**src/hdl/ldc_pkg.sv**
```systemverilog
`default_nettype none

package ldc_pkg;

    // register indices on the device's internal register port
    localparam logic [7:0]  LDC_ADDR_LED_A_DRIVE_CONTROL = 8'h23;
    localparam logic [7:0]  LDC_ADDR_LED_B_DRIVE_CONTROL = 8'h24;
    localparam logic [7:0]  LDC_ADDR_LED_FINE_TRIM       = 8'h25;

    // reset values: strength bit 13 and reserved bit 12 come up set,
    // every fine-trim field comes up at 0xC
    localparam logic [15:0] LDC_RST_DRIVE_CONTROL        = 16'h3000;
    localparam logic [15:0] LDC_RST_FINE_TRIM            = 16'h630C;
    localparam logic [15:0] LDC_RST_RD_DATA              = 16'h0000;

    // drive control field positions
    localparam int          LDC_CTL_STRENGTH_BIT         = 13;
    localparam int          LDC_CTL_SLEW_LSB             = 4;
    localparam int          LDC_CTL_COARSE_LSB           = 0;
    localparam logic [15:0] LDC_CTL_RSVD_ZERO_MASK       = 16'hCF80;
    localparam logic [15:0] LDC_CTL_RSVD_ONE_MASK        = 16'h1000;

    // fine trim field positions
    localparam int          LDC_TRIM_THIRD_LSB           = 11;
    localparam int          LDC_TRIM_SECOND_LSB          = 6;
    localparam int          LDC_TRIM_FIRST_LSB           = 0;
    localparam logic [15:0] LDC_TRIM_RSVD_ZERO_MASK      = 16'h0020;

    // per-driver reset values seen at the driver pins
    localparam logic [2:0]  LDC_RST_SLEW                 = 3'h0;
    localparam logic [3:0]  LDC_RST_COARSE               = 4'h0;
    localparam logic [4:0]  LDC_RST_FINE                 = 5'h0C;
    localparam logic        LDC_RST_STRENGTH             = 1'b1;

    typedef struct packed {
        logic [15:0] ctl_a;
        logic [15:0] ctl_b;
        logic [15:0] trim;
        logic [15:0] rd_data;
        logic        rd_valid;
        logic        addr_miss;
        logic        rsvd_seen;
        logic [4:0]  third_fine;
    } ldc_state_t;

    typedef struct packed {
        logic [2:0] slew;
        logic [3:0] coarse;
        logic [4:0] fine;
        logic       strength;
    } ldc_drive_t;

    function automatic logic [2:0] ldc_slew_of(input logic [15:0] word);
        ldc_slew_of = word[LDC_CTL_SLEW_LSB +: 3];
    endfunction : ldc_slew_of

    function automatic logic [3:0] ldc_coarse_of(input logic [15:0] word);
        ldc_coarse_of = word[LDC_CTL_COARSE_LSB +: 4];
    endfunction : ldc_coarse_of

    function automatic logic ldc_strength_of(input logic [15:0] word);
        ldc_strength_of = word[LDC_CTL_STRENGTH_BIT];
    endfunction : ldc_strength_of

    function automatic logic [4:0] ldc_fine_of(input logic [15:0] word, input int lsb);
        ldc_fine_of = word[lsb +: 5];
    endfunction : ldc_fine_of

    function automatic logic ldc_ctl_rsvd_ok(input logic [15:0] word);
        ldc_ctl_rsvd_ok = ((word & LDC_CTL_RSVD_ZERO_MASK) == 16'h0000)
                          && ((word & LDC_CTL_RSVD_ONE_MASK) == LDC_CTL_RSVD_ONE_MASK);
    endfunction : ldc_ctl_rsvd_ok

    function automatic logic ldc_trim_rsvd_ok(input logic [15:0] word);
        ldc_trim_rsvd_ok = ((word & LDC_TRIM_RSVD_ZERO_MASK) == 16'h0000);
    endfunction : ldc_trim_rsvd_ok

endpackage : ldc_pkg

`default_nettype wire

```
**src/hdl/ldc_led_drive_config.sv**
```systemverilog
`default_nettype none

// Operation
// first driver slew code in control bits 6:4, 0 slowest, 7 fastest.
// second driver slew code in its control bits 6:4, same ordering.
// first driver 4-bit coarse code in bits 3:0, linear current steps.
// second driver 4-bit coarse code in its bits 3:0, same mapping.
// coarse, fine and strength reach each driver together as one set.
// second driver bit 13 selects full strength, zero means low power.
// third driver 5-bit fine trim in trim bits 15:11.
// second driver 5-bit fine trim in trim bits 10:6, reset 0xC.
// first driver fine trim in bits 4:0, reset 0xC; bit 5 reserved.
// first driver bit 13 selects full strength, zero means low power.
// software writes reserved bits with their stated values.
// fields reset to defaults and read back exactly what was written.
module ldc_led_drive_config
    import ldc_pkg::*;
(
    input  wire logic        clk,                           // register clock
    input  wire logic        rst_b,                         // async reset, active low
    input  wire logic        reg_wr_en,                     // write strobe from serial port engine
    input  wire logic        reg_rd_en,                     // read strobe from serial port engine
    input  wire logic [7:0]  reg_addr,                      // register index
    input  wire logic [15:0] reg_wr_data,                   // write data
    output logic      [15:0] reg_rd_data,                   // read data, held until next read
    output logic             reg_rd_valid,                  // one-cycle read answer pulse
    output logic             reg_addr_miss,                 // one-cycle pulse, access to other index
    output logic             reserved_write_seen,           // sticky, reserved bits written wrongly
    input  wire logic        reserved_seen_clr,             // clears reserved_write_seen
    output logic      [2:0]  first_driver_slew_code,        // first driver slew
    output logic      [3:0]  first_driver_coarse_code,      // first driver coarse
    output logic      [4:0]  first_driver_fine_trim,        // first driver fine
    output logic             first_driver_strength_select,  // first driver strength
    output logic      [2:0]  second_driver_slew_code,       // second driver slew
    output logic      [3:0]  second_driver_coarse_code,     // second driver coarse
    output logic      [4:0]  second_driver_fine_trim,       // second driver fine
    output logic             second_driver_strength_select, // second driver strength
    output logic      [4:0]  third_driver_fine_trim         // third driver fine
);

    ldc_state_t state_ff;
    ldc_state_t nxt_state;

    logic       hit_a;
    logic       hit_b;
    logic       hit_trim;
    logic       hit_any;
    logic       bad_rsvd;

    always_comb
    begin
        hit_a    = (reg_addr == LDC_ADDR_LED_A_DRIVE_CONTROL);
        hit_b    = (reg_addr == LDC_ADDR_LED_B_DRIVE_CONTROL);
        hit_trim = (reg_addr == LDC_ADDR_LED_FINE_TRIM);
        hit_any  = hit_a | hit_b | hit_trim;
        bad_rsvd = 1'b0;
        nxt_state = state_ff;

        // whole words are stored, reserved bits included, so readback is exact
        if (reg_wr_en && hit_a)
        begin
            nxt_state.ctl_a = reg_wr_data;  // see R1, see R3, see R10
            bad_rsvd = !ldc_ctl_rsvd_ok(reg_wr_data);
        end
        if (reg_wr_en && hit_b)
        begin
            nxt_state.ctl_b = reg_wr_data;  // see R2, see R4, see R6
            bad_rsvd = !ldc_ctl_rsvd_ok(reg_wr_data);
        end
        if (reg_wr_en && hit_trim)
        begin
            nxt_state.trim = reg_wr_data;  // see R7, see R8, see R9
            bad_rsvd = !ldc_trim_rsvd_ok(reg_wr_data);
        end

        // read sees the value before a same-cycle write; no side effects
        nxt_state.rd_valid = reg_rd_en;
        if (reg_rd_en)
        begin
            if (hit_a)
            begin
                nxt_state.rd_data = state_ff.ctl_a;
            end
            else if (hit_b)
            begin
                nxt_state.rd_data = state_ff.ctl_b;
            end
            else if (hit_trim)
            begin
                nxt_state.rd_data = state_ff.trim;
            end
            else
            begin
                nxt_state.rd_data = LDC_RST_RD_DATA;
            end
        end
        nxt_state.addr_miss = (reg_rd_en | reg_wr_en) & !hit_any;

        // set wins over clear so a violation in the clearing cycle is kept
        if (bad_rsvd)
        begin
            nxt_state.rsvd_seen = 1'b1;
        end
        else if (reserved_seen_clr)
        begin
            nxt_state.rsvd_seen = 1'b0;
        end

        // extra stage keeps the third driver in step with the other two bundles
        nxt_state.third_fine = ldc_fine_of(state_ff.trim, LDC_TRIM_THIRD_LSB);
    end

    always_ff @(posedge clk or negedge rst_b)
    begin
        if (!rst_b)
        begin
            state_ff <= '{ctl_a: LDC_RST_DRIVE_CONTROL, ctl_b: LDC_RST_DRIVE_CONTROL,
                          trim: LDC_RST_FINE_TRIM, rd_data: LDC_RST_RD_DATA,
                          rd_valid: 1'b0, addr_miss: 1'b0, rsvd_seen: 1'b0,
                          third_fine: LDC_RST_FINE};
        end
        else
        begin
            state_ff <= nxt_state;
        end
    end

    assign reg_rd_data           = state_ff.rd_data;
    assign reg_rd_valid          = state_ff.rd_valid;
    assign reg_addr_miss         = state_ff.addr_miss;
    assign reserved_write_seen   = state_ff.rsvd_seen;
    assign third_driver_fine_trim = state_ff.third_fine;

    // each driver gets its fields from one register stage
    ldc_drive_bundle u_first_led_driver
    (
        .clk          (clk),
        .rst_b        (rst_b),
        .ctl_word     (state_ff.ctl_a),
        .fine_code    (ldc_fine_of(state_ff.trim, LDC_TRIM_FIRST_LSB)),
        .slew_code    (first_driver_slew_code),
        .coarse_code  (first_driver_coarse_code),
        .fine_trim    (first_driver_fine_trim),
        .strength_sel (first_driver_strength_select)
    );

    ldc_drive_bundle u_second_led_driver
    (
        .clk          (clk),
        .rst_b        (rst_b),
        .ctl_word     (state_ff.ctl_b),
        .fine_code    (ldc_fine_of(state_ff.trim, LDC_TRIM_SECOND_LSB)),
        .slew_code    (second_driver_slew_code),
        .coarse_code  (second_driver_coarse_code),
        .fine_trim    (second_driver_fine_trim),
        .strength_sel (second_driver_strength_select)
    );

endmodule : ldc_led_drive_config

`default_nettype wire

```
**src/hdl/ldc_drive_bundle.sv**
```systemverilog
`default_nettype none

// registers one driver's slew, coarse, fine and strength in the same edge so the
// analog side never sees a half-updated peak current target
module ldc_drive_bundle
    import ldc_pkg::*;
(
    input  wire logic        clk,          // register clock
    input  wire logic        rst_b,        // async reset, active low
    input  wire logic [15:0] ctl_word,     // stored drive control word
    input  wire logic [4:0]  fine_code,    // stored fine-trim code
    output logic      [2:0]  slew_code,    // slew code to driver
    output logic      [3:0]  coarse_code,  // coarse code to driver
    output logic      [4:0]  fine_trim,    // fine multiplier code to driver
    output logic             strength_sel  // 1 full strength, 0 low power
);

    ldc_drive_t state_ff;
    ldc_drive_t nxt_state;

    always_comb
    begin
        nxt_state          = state_ff;
        nxt_state.slew     = ldc_slew_of(ctl_word);
        nxt_state.coarse   = ldc_coarse_of(ctl_word);
        nxt_state.fine     = fine_code;
        nxt_state.strength = ldc_strength_of(ctl_word);
    end

    always_ff @(posedge clk or negedge rst_b)
    begin
        if (!rst_b)
        begin
            state_ff <= '{slew: LDC_RST_SLEW, coarse: LDC_RST_COARSE,
                          fine: LDC_RST_FINE, strength: LDC_RST_STRENGTH};
        end
        else
        begin
            state_ff <= nxt_state;
        end
    end

    assign slew_code    = state_ff.slew;
    assign coarse_code  = state_ff.coarse;
    assign fine_trim    = state_ff.fine;
    assign strength_sel = state_ff.strength;

endmodule : ldc_drive_bundle

`default_nettype wire

```
**config.mk**
```make
export PLATFORM = sky130hd
export DESIGN_NAME = ldc_led_drive_config
export DESIGN_NICKNAME = d
export VERILOG_FILES = /design/src/hdl/ldc_pkg.sv /design/src/hdl/ldc_led_drive_config.sv /design/src/hdl/ldc_drive_bundle.sv
export SDC_FILE = /design/constraint.sdc
export NUM_CORES = 1
export LEC_CHECK = 0
export ABC_AREA = 1
export BUFFER_PORTS_ARGS = -buffer_cell sky130_fd_sc_hd__buf_2
export CAP_MARGIN = 20
export CORE_ASPECT_RATIO = 0.9
export CORE_MARGIN = 4
export CORE_UTILIZATION = 59
export DETAILED_ROUTE_END_ITERATION = 6
export PLACE_DENSITY = 0.87
export SLEW_MARGIN = 5
export SYNTH_ARGS = -nofsm -noshare
export SYNTH_HDL_FRONTEND = slang
export SYNTH_SLANG_ARGS = --single-unit
```
**constraint.sdc**
```tcl
create_clock -name clk -period 2 [get_ports clk]
set_input_delay 0.2 -clock clk [delete_from_list [all_inputs] [get_ports clk]]
set_output_delay 0.2 -clock clk [all_outputs]
set_load 0.01 [all_outputs]
```
== Yosys cells after proc, flatten, opt, wreduce, memory -nomap -nowiden ==
Cells that the tools add are included.
Word-level totals
  bits in registers: 98
  bits in latches: 0
  bits in writable memories: 0
  memory bits (read-only): 0
  input bits: 29
  output and inout bits: 50
  logic and storage cells: 41
  memories: 0
Operators by class
  add/sub/neg operators: 0
  multipliers: 0
  divide/modulo/power cells: 0
  magnitude comparators: 0
  eq/ne operators: 3
  shifts and indexed selects: 0
  muxes and demuxes: 8
  bitwise gates (word level): 4
  reduce and logical (&&, ||, !) cells: 10
Operators with widths (count)
  $mux 16: 3
  $logic_not 16->1: 2
  $eq 8x6->1 const B: 3
  $mux 1: 5
  $logic_and 1x1->1: 4
  $logic_not 1->1: 3
  $or 1x1->1: 3
  $reduce_bool 2->1: 1
  $and 1x1->1: 1

== Depth between registers and ports, before layout ==
  depth after elaboration: 7
  mapped depth: 8
  mapped depth without buffers: 7

== Modules after synthesis ==
A second synthesis with hierarchy kept.
Unflattened totals
  cell total of the unflattened synthesis: 410
  area total of the unflattened synthesis: 4337.9 um^2
By module, submodules not included
  ldc_led_drive_config: instances 1, cells each 384, area each 3679.8 um^2, sequential area each 1816.7 um^2
  ldc_drive_bundle: instances 2, cells each 13, area each 329.1 um^2, sequential area each 329.1 um^2

== Least setup slack after synthesis ==
Ideal clock, no wire load.
  path type: input-to-reg
  start point: in reg_addr[1]
  end point: reg state_ff (netlist bit nxt_state[1])
  library setup time: 0.119 ns
  arrival time: 0.982 ns
  data required time: 1.881 ns
  setup slack: 0.900 ns
  stages on the path: 8
  buffers on the path: 1
  path through: inv_1 > nand2_1 > nor2_4 > nand2_4 > nor2_8 > buf_6 > nand2_1 > o21a_1
Between the ends
  word-level cells in the longest chain between the ends: 2
Ends and longest elaborated chain
  from (decl): RTL line ldc_led_drive_config.sv:23  | input wire logic [7:0] reg_addr,
  $eq 8x6->1: RTL line ldc_led_drive_config.sv:54  | hit_trim = (reg_addr == LDC_ADDR_LED_FINE_TRIM);
  $logic_and 1x1->1: RTL line ldc_led_drive_config.sv:70  | if (reg_wr_en && hit_trim)
  to (signal assigned): RTL line ldc_led_drive_config.sv:117  | state_ff <= '{ctl_a: LDC_RST_DRIVE_CONTROL, ctl_b: LDC_RST_DRIVE_CONTROL,
  to (signal assigned): RTL line ldc_led_drive_config.sv:124  | state_ff <= nxt_state;
  to (decl): RTL line ldc_led_drive_config.sv:41  | ldc_state_t state_ff;
Every way passes these cells.
A chain may end at the register's enable or synchronous reset.

== Final worst setup path ==
  start point: in reg_addr[4]
  end point: reg state_ff (netlist bit nxt_state[0])
Same word-level chain as after synthesis.

==> metrics.txt <==
Vias=between 3k and 4k; Post-CTS Setup Inserts=0; Worst-path clk slew=around 0.090 ns; final cell count without fillers=561; routability congestion estimate=about 0.86; slowest stage delay, CP=0.36 ns; sequential share of the synthesized area=61.9%; Cell variety after synth=21; worst setup margin=0.761 ns; CTS buffer count=9; Max Cap Viol=0; clk sinks=98; Least-Margin Pin Slew=roughly 0.48 ns; Ant. Diodes=0; share of layout cells above drive strength 1=27.4%; drt via density=about 5.4; Buf/Inv on CP=3; Seq cells post-synth=98; startpoint type of the worst setup path=input pin; CTS tree=built; final hold viol count=0; Routed WL=roughly 8.5 mm; root buffer cell=clkbuf_8; io pins=79; Final Cycle Share=62.0%; Die Ht=86.1 um; Final ANT Viol Nets=0; post-cts sizing count=0; Placed Instances=544; CP arrival=about 1.5 ns; # H-tree levels=3; number of I/O port buffers=just under 80; Core Region=6590 um^2; cell count after synthesis=407; status=completed; DRT Pass-1 Iters=5; largest net degree at the start of global routing=45; Worst Skew=0.0107 ns; grt total ovfl=0; die area=8170 um^2; WP data required=2.24 ns; maximum fanout along the worst path=32; crit path time final=approximately 1.2 ns; VDD IR max=approximately 0.42 mV; initial antenna violation count=0; leakage=2.42 nW; RSZ-0062 raised after global routing=false; Setup WS pre-CTS=a little under 0.4 ns; Max Clock Freq=807 MHz; worst-skew pair later-pin latency=0.35 ns; cell family with most CP delay=simple AND/OR/NAND/NOR gates; width of the die=94.8 um; worst setup path class=input pin to flip-flop; setup violators final=0; Hold WC Path Type=input pin to flip-flop; P&R area growth vs syn=13.0%; Post-Syn Area=approximately 4000 um^2; nature of the critical path endpoint=flip-flop; vias in the first global route=2,900; PwrDens=808 nW/um^2; # DRC=0; Sum Neg Setup Slack=0 ns; initial core utilization=60.8%; syn nets=~440; fin nets=495; GRT Util Overall=22.6%; CP cell instances=buf_2 > inv_1 > nand2_1 > nor2_4 > buf_4 > nand2_4 > nor2_8 > nand2_1 > o21a_1; buffer levels on the longest clock path=2; syn avg cell area=9.83 um^2; global-route wire length before repair=14.1 mm; initial drt markers=roughly 220; CP max-delay cell=nor2_8; Max Transition Viols Final=0; DP HPWL=just under 6 mm; Synthesis Warnings=0; Top cell by count, worst path=nand2_1; drt wl/cell=~15 um; Slew HR=around two thirds; row cnt=28
registers in the layout (all words and copies together) (netlist names), 3 cells and up:
| name | flops |
|---|---|
| reg_rd_data | 16 |
| third_driver_fine_trim | 5 |
| u_first_led_driver.coarse_code | 4 |
| nxt_state | 5 |
| u_first_led_driver.fine_trim | 5 |
| u_second_led_driver.slew_code | 3 |
| u_first_led_driver.slew_code | 3 |
| u_second_led_driver.coarse_code | 4 |
| u_second_led_driver.fine_trim | 5 |
| state_ff | 43 |
where the power goes:
| group | internal (W) | switching [W] | total (W) |
|---|---|---|---|
| clock network | 0.000611 | 0.000617 | 0.00123 |
| registers | 0.00210 | 0.0000573 | 0.00215 |
| logic | 0.000101 | 0.000169 | 0.000270 |
| total | 0.00281 | 0.000844 | 0.00365 |
area by class of cell:
class	instances	area (um^2)
Clock buffer	13	149
Clock inverter	3	40.0
Fill cell	513	2070
Inverter	26	97.6
Multi-Input combinational cell	242	1160
Sequential cell	98	2470
Tap cell	90	113
Timing Repair Buffer	89	490
through the flow:
stage / cell area (um^2) / power [W] / utilization [%] / hold slack, ns
2_1_floorplan: 4000 / 0.00232 / - / -0.0956
3_3_place_gp: 4320 / 0.00245 / 65.6 / 0.190
3_5_place_dp: 4320 / 0.00246 / 65.6 / 0.195
4_1_cts: 4520 / 0.00367 / 68.6 / 0.0905
5_1_grt: 4520 / 0.00380 / 68.6 / 0.111
6_report: 4520 / 0.00365 / 68.6 / 0.0944
routing by layer:
metal  GRT usage, %  wire length [um]
met1           31.0              3640
met3           3.68               562
met2           35.8              4170
met5              0                 0
met4           9.96               165
tightest hold or removal path, cell delays in order:
cell and delay [ns]:
buf_2 0.09, inv_1 0.07, o21ai_1 0.08
timing repair:
action | CTS | global route
hold buffers | 1 | 0
endpoints found under the hold margin | 35 | 0
endpoints found under the setup margin | 0 | 0
path summary, 6_finish.rpt:
kind	startpoint	to	slack, ns	cells after the start
worst min-delay path	reg_wr_data[13]	state_ff[69]	0.09	3
max in group asynchronous	rst_b	u_second_led_driver.fine_trim[3]	0.98	3
worst max-delay path	reg_addr[4]	nxt_state[0]	0.76	9
worst max register to register	state_ff[52]	reg_rd_data[12]	1.04	4
min in group asynchronous	rst_b	state_ff[45]	0.35	2
worst min register to register	state_ff[27]	u_first_led_driver.fine_trim[3]	0.37	0
cell usage in the layout, fill, tap and decap left out:
| cell | Yosys | final |
|---|---|---|
| dlygate4sd3_1 | 0 | 1 |
| clkbuf_8 | 0 | 10 |
| inv_2 | 2 | 2 |
| nor2_4 | 4 | 4 |
| nand2_2 | 1 | 1 |
| o21ai_0 | 2 | 2 |
| nor2_8 | 1 | 1 |
| clkinv_2 | 0 | 2 |
| o21ai_1 | 32 | 32 |
| nand3_2 | 1 | 1 |
| dfstp_2 | 18 | 18 |
| buf_4 | 23 | 10 |
| dfrtp_1 | 80 | 80 |
| inv_1 | 24 | 24 |
| nand3_1 | 68 | 68 |
| nand2_1 | 107 | 107 |
| buf_2 | 14 | 77 |
| nor2_1 | 9 | 9 |
| clkbuf_1 | 1 | 3 |
| buf_12 | 0 | 1 |
| o21a_1 | 15 | 15 |
| nand2_4 | 1 | 1 |
| bufinv_16 | 0 | 1 |
| a21oi_1 | 1 | 1 |
synthesized netlist by cell type:
cell type,instances,share of area (%)
nand2_4,1,0.28
o21a_1,15,2.8
o21ai_1,32,4.0
nand3_1,68,8.5
inv_1,24,2.3
buf_6,2,0.56
clkbuf_1,1,0.094
nand2_1,107,10
nor2_8,1,0.50
nand3_2,1,0.25
dfrtp_1,80,50
nand2_2,1,0.16
buf_1,1,0.094
a21oi_1,1,0.12
buf_2,14,1.8
inv_2,2,0.19
o21ai_0,2,0.25
nor2_4,4,1.1
buf_4,23,4.3
dfstp_2,18,12
nor2_1,9,0.84
cell families after synthesis:
logic type | share of synthesized area [%]
AO/OA/AOI/OAI | 7.19
AND/OR/NAND/NOR | 21.7
flip-flops | 61.9
buffers and inverters | 9.26
No activity file was read; power rests on OpenSTA's default activity.
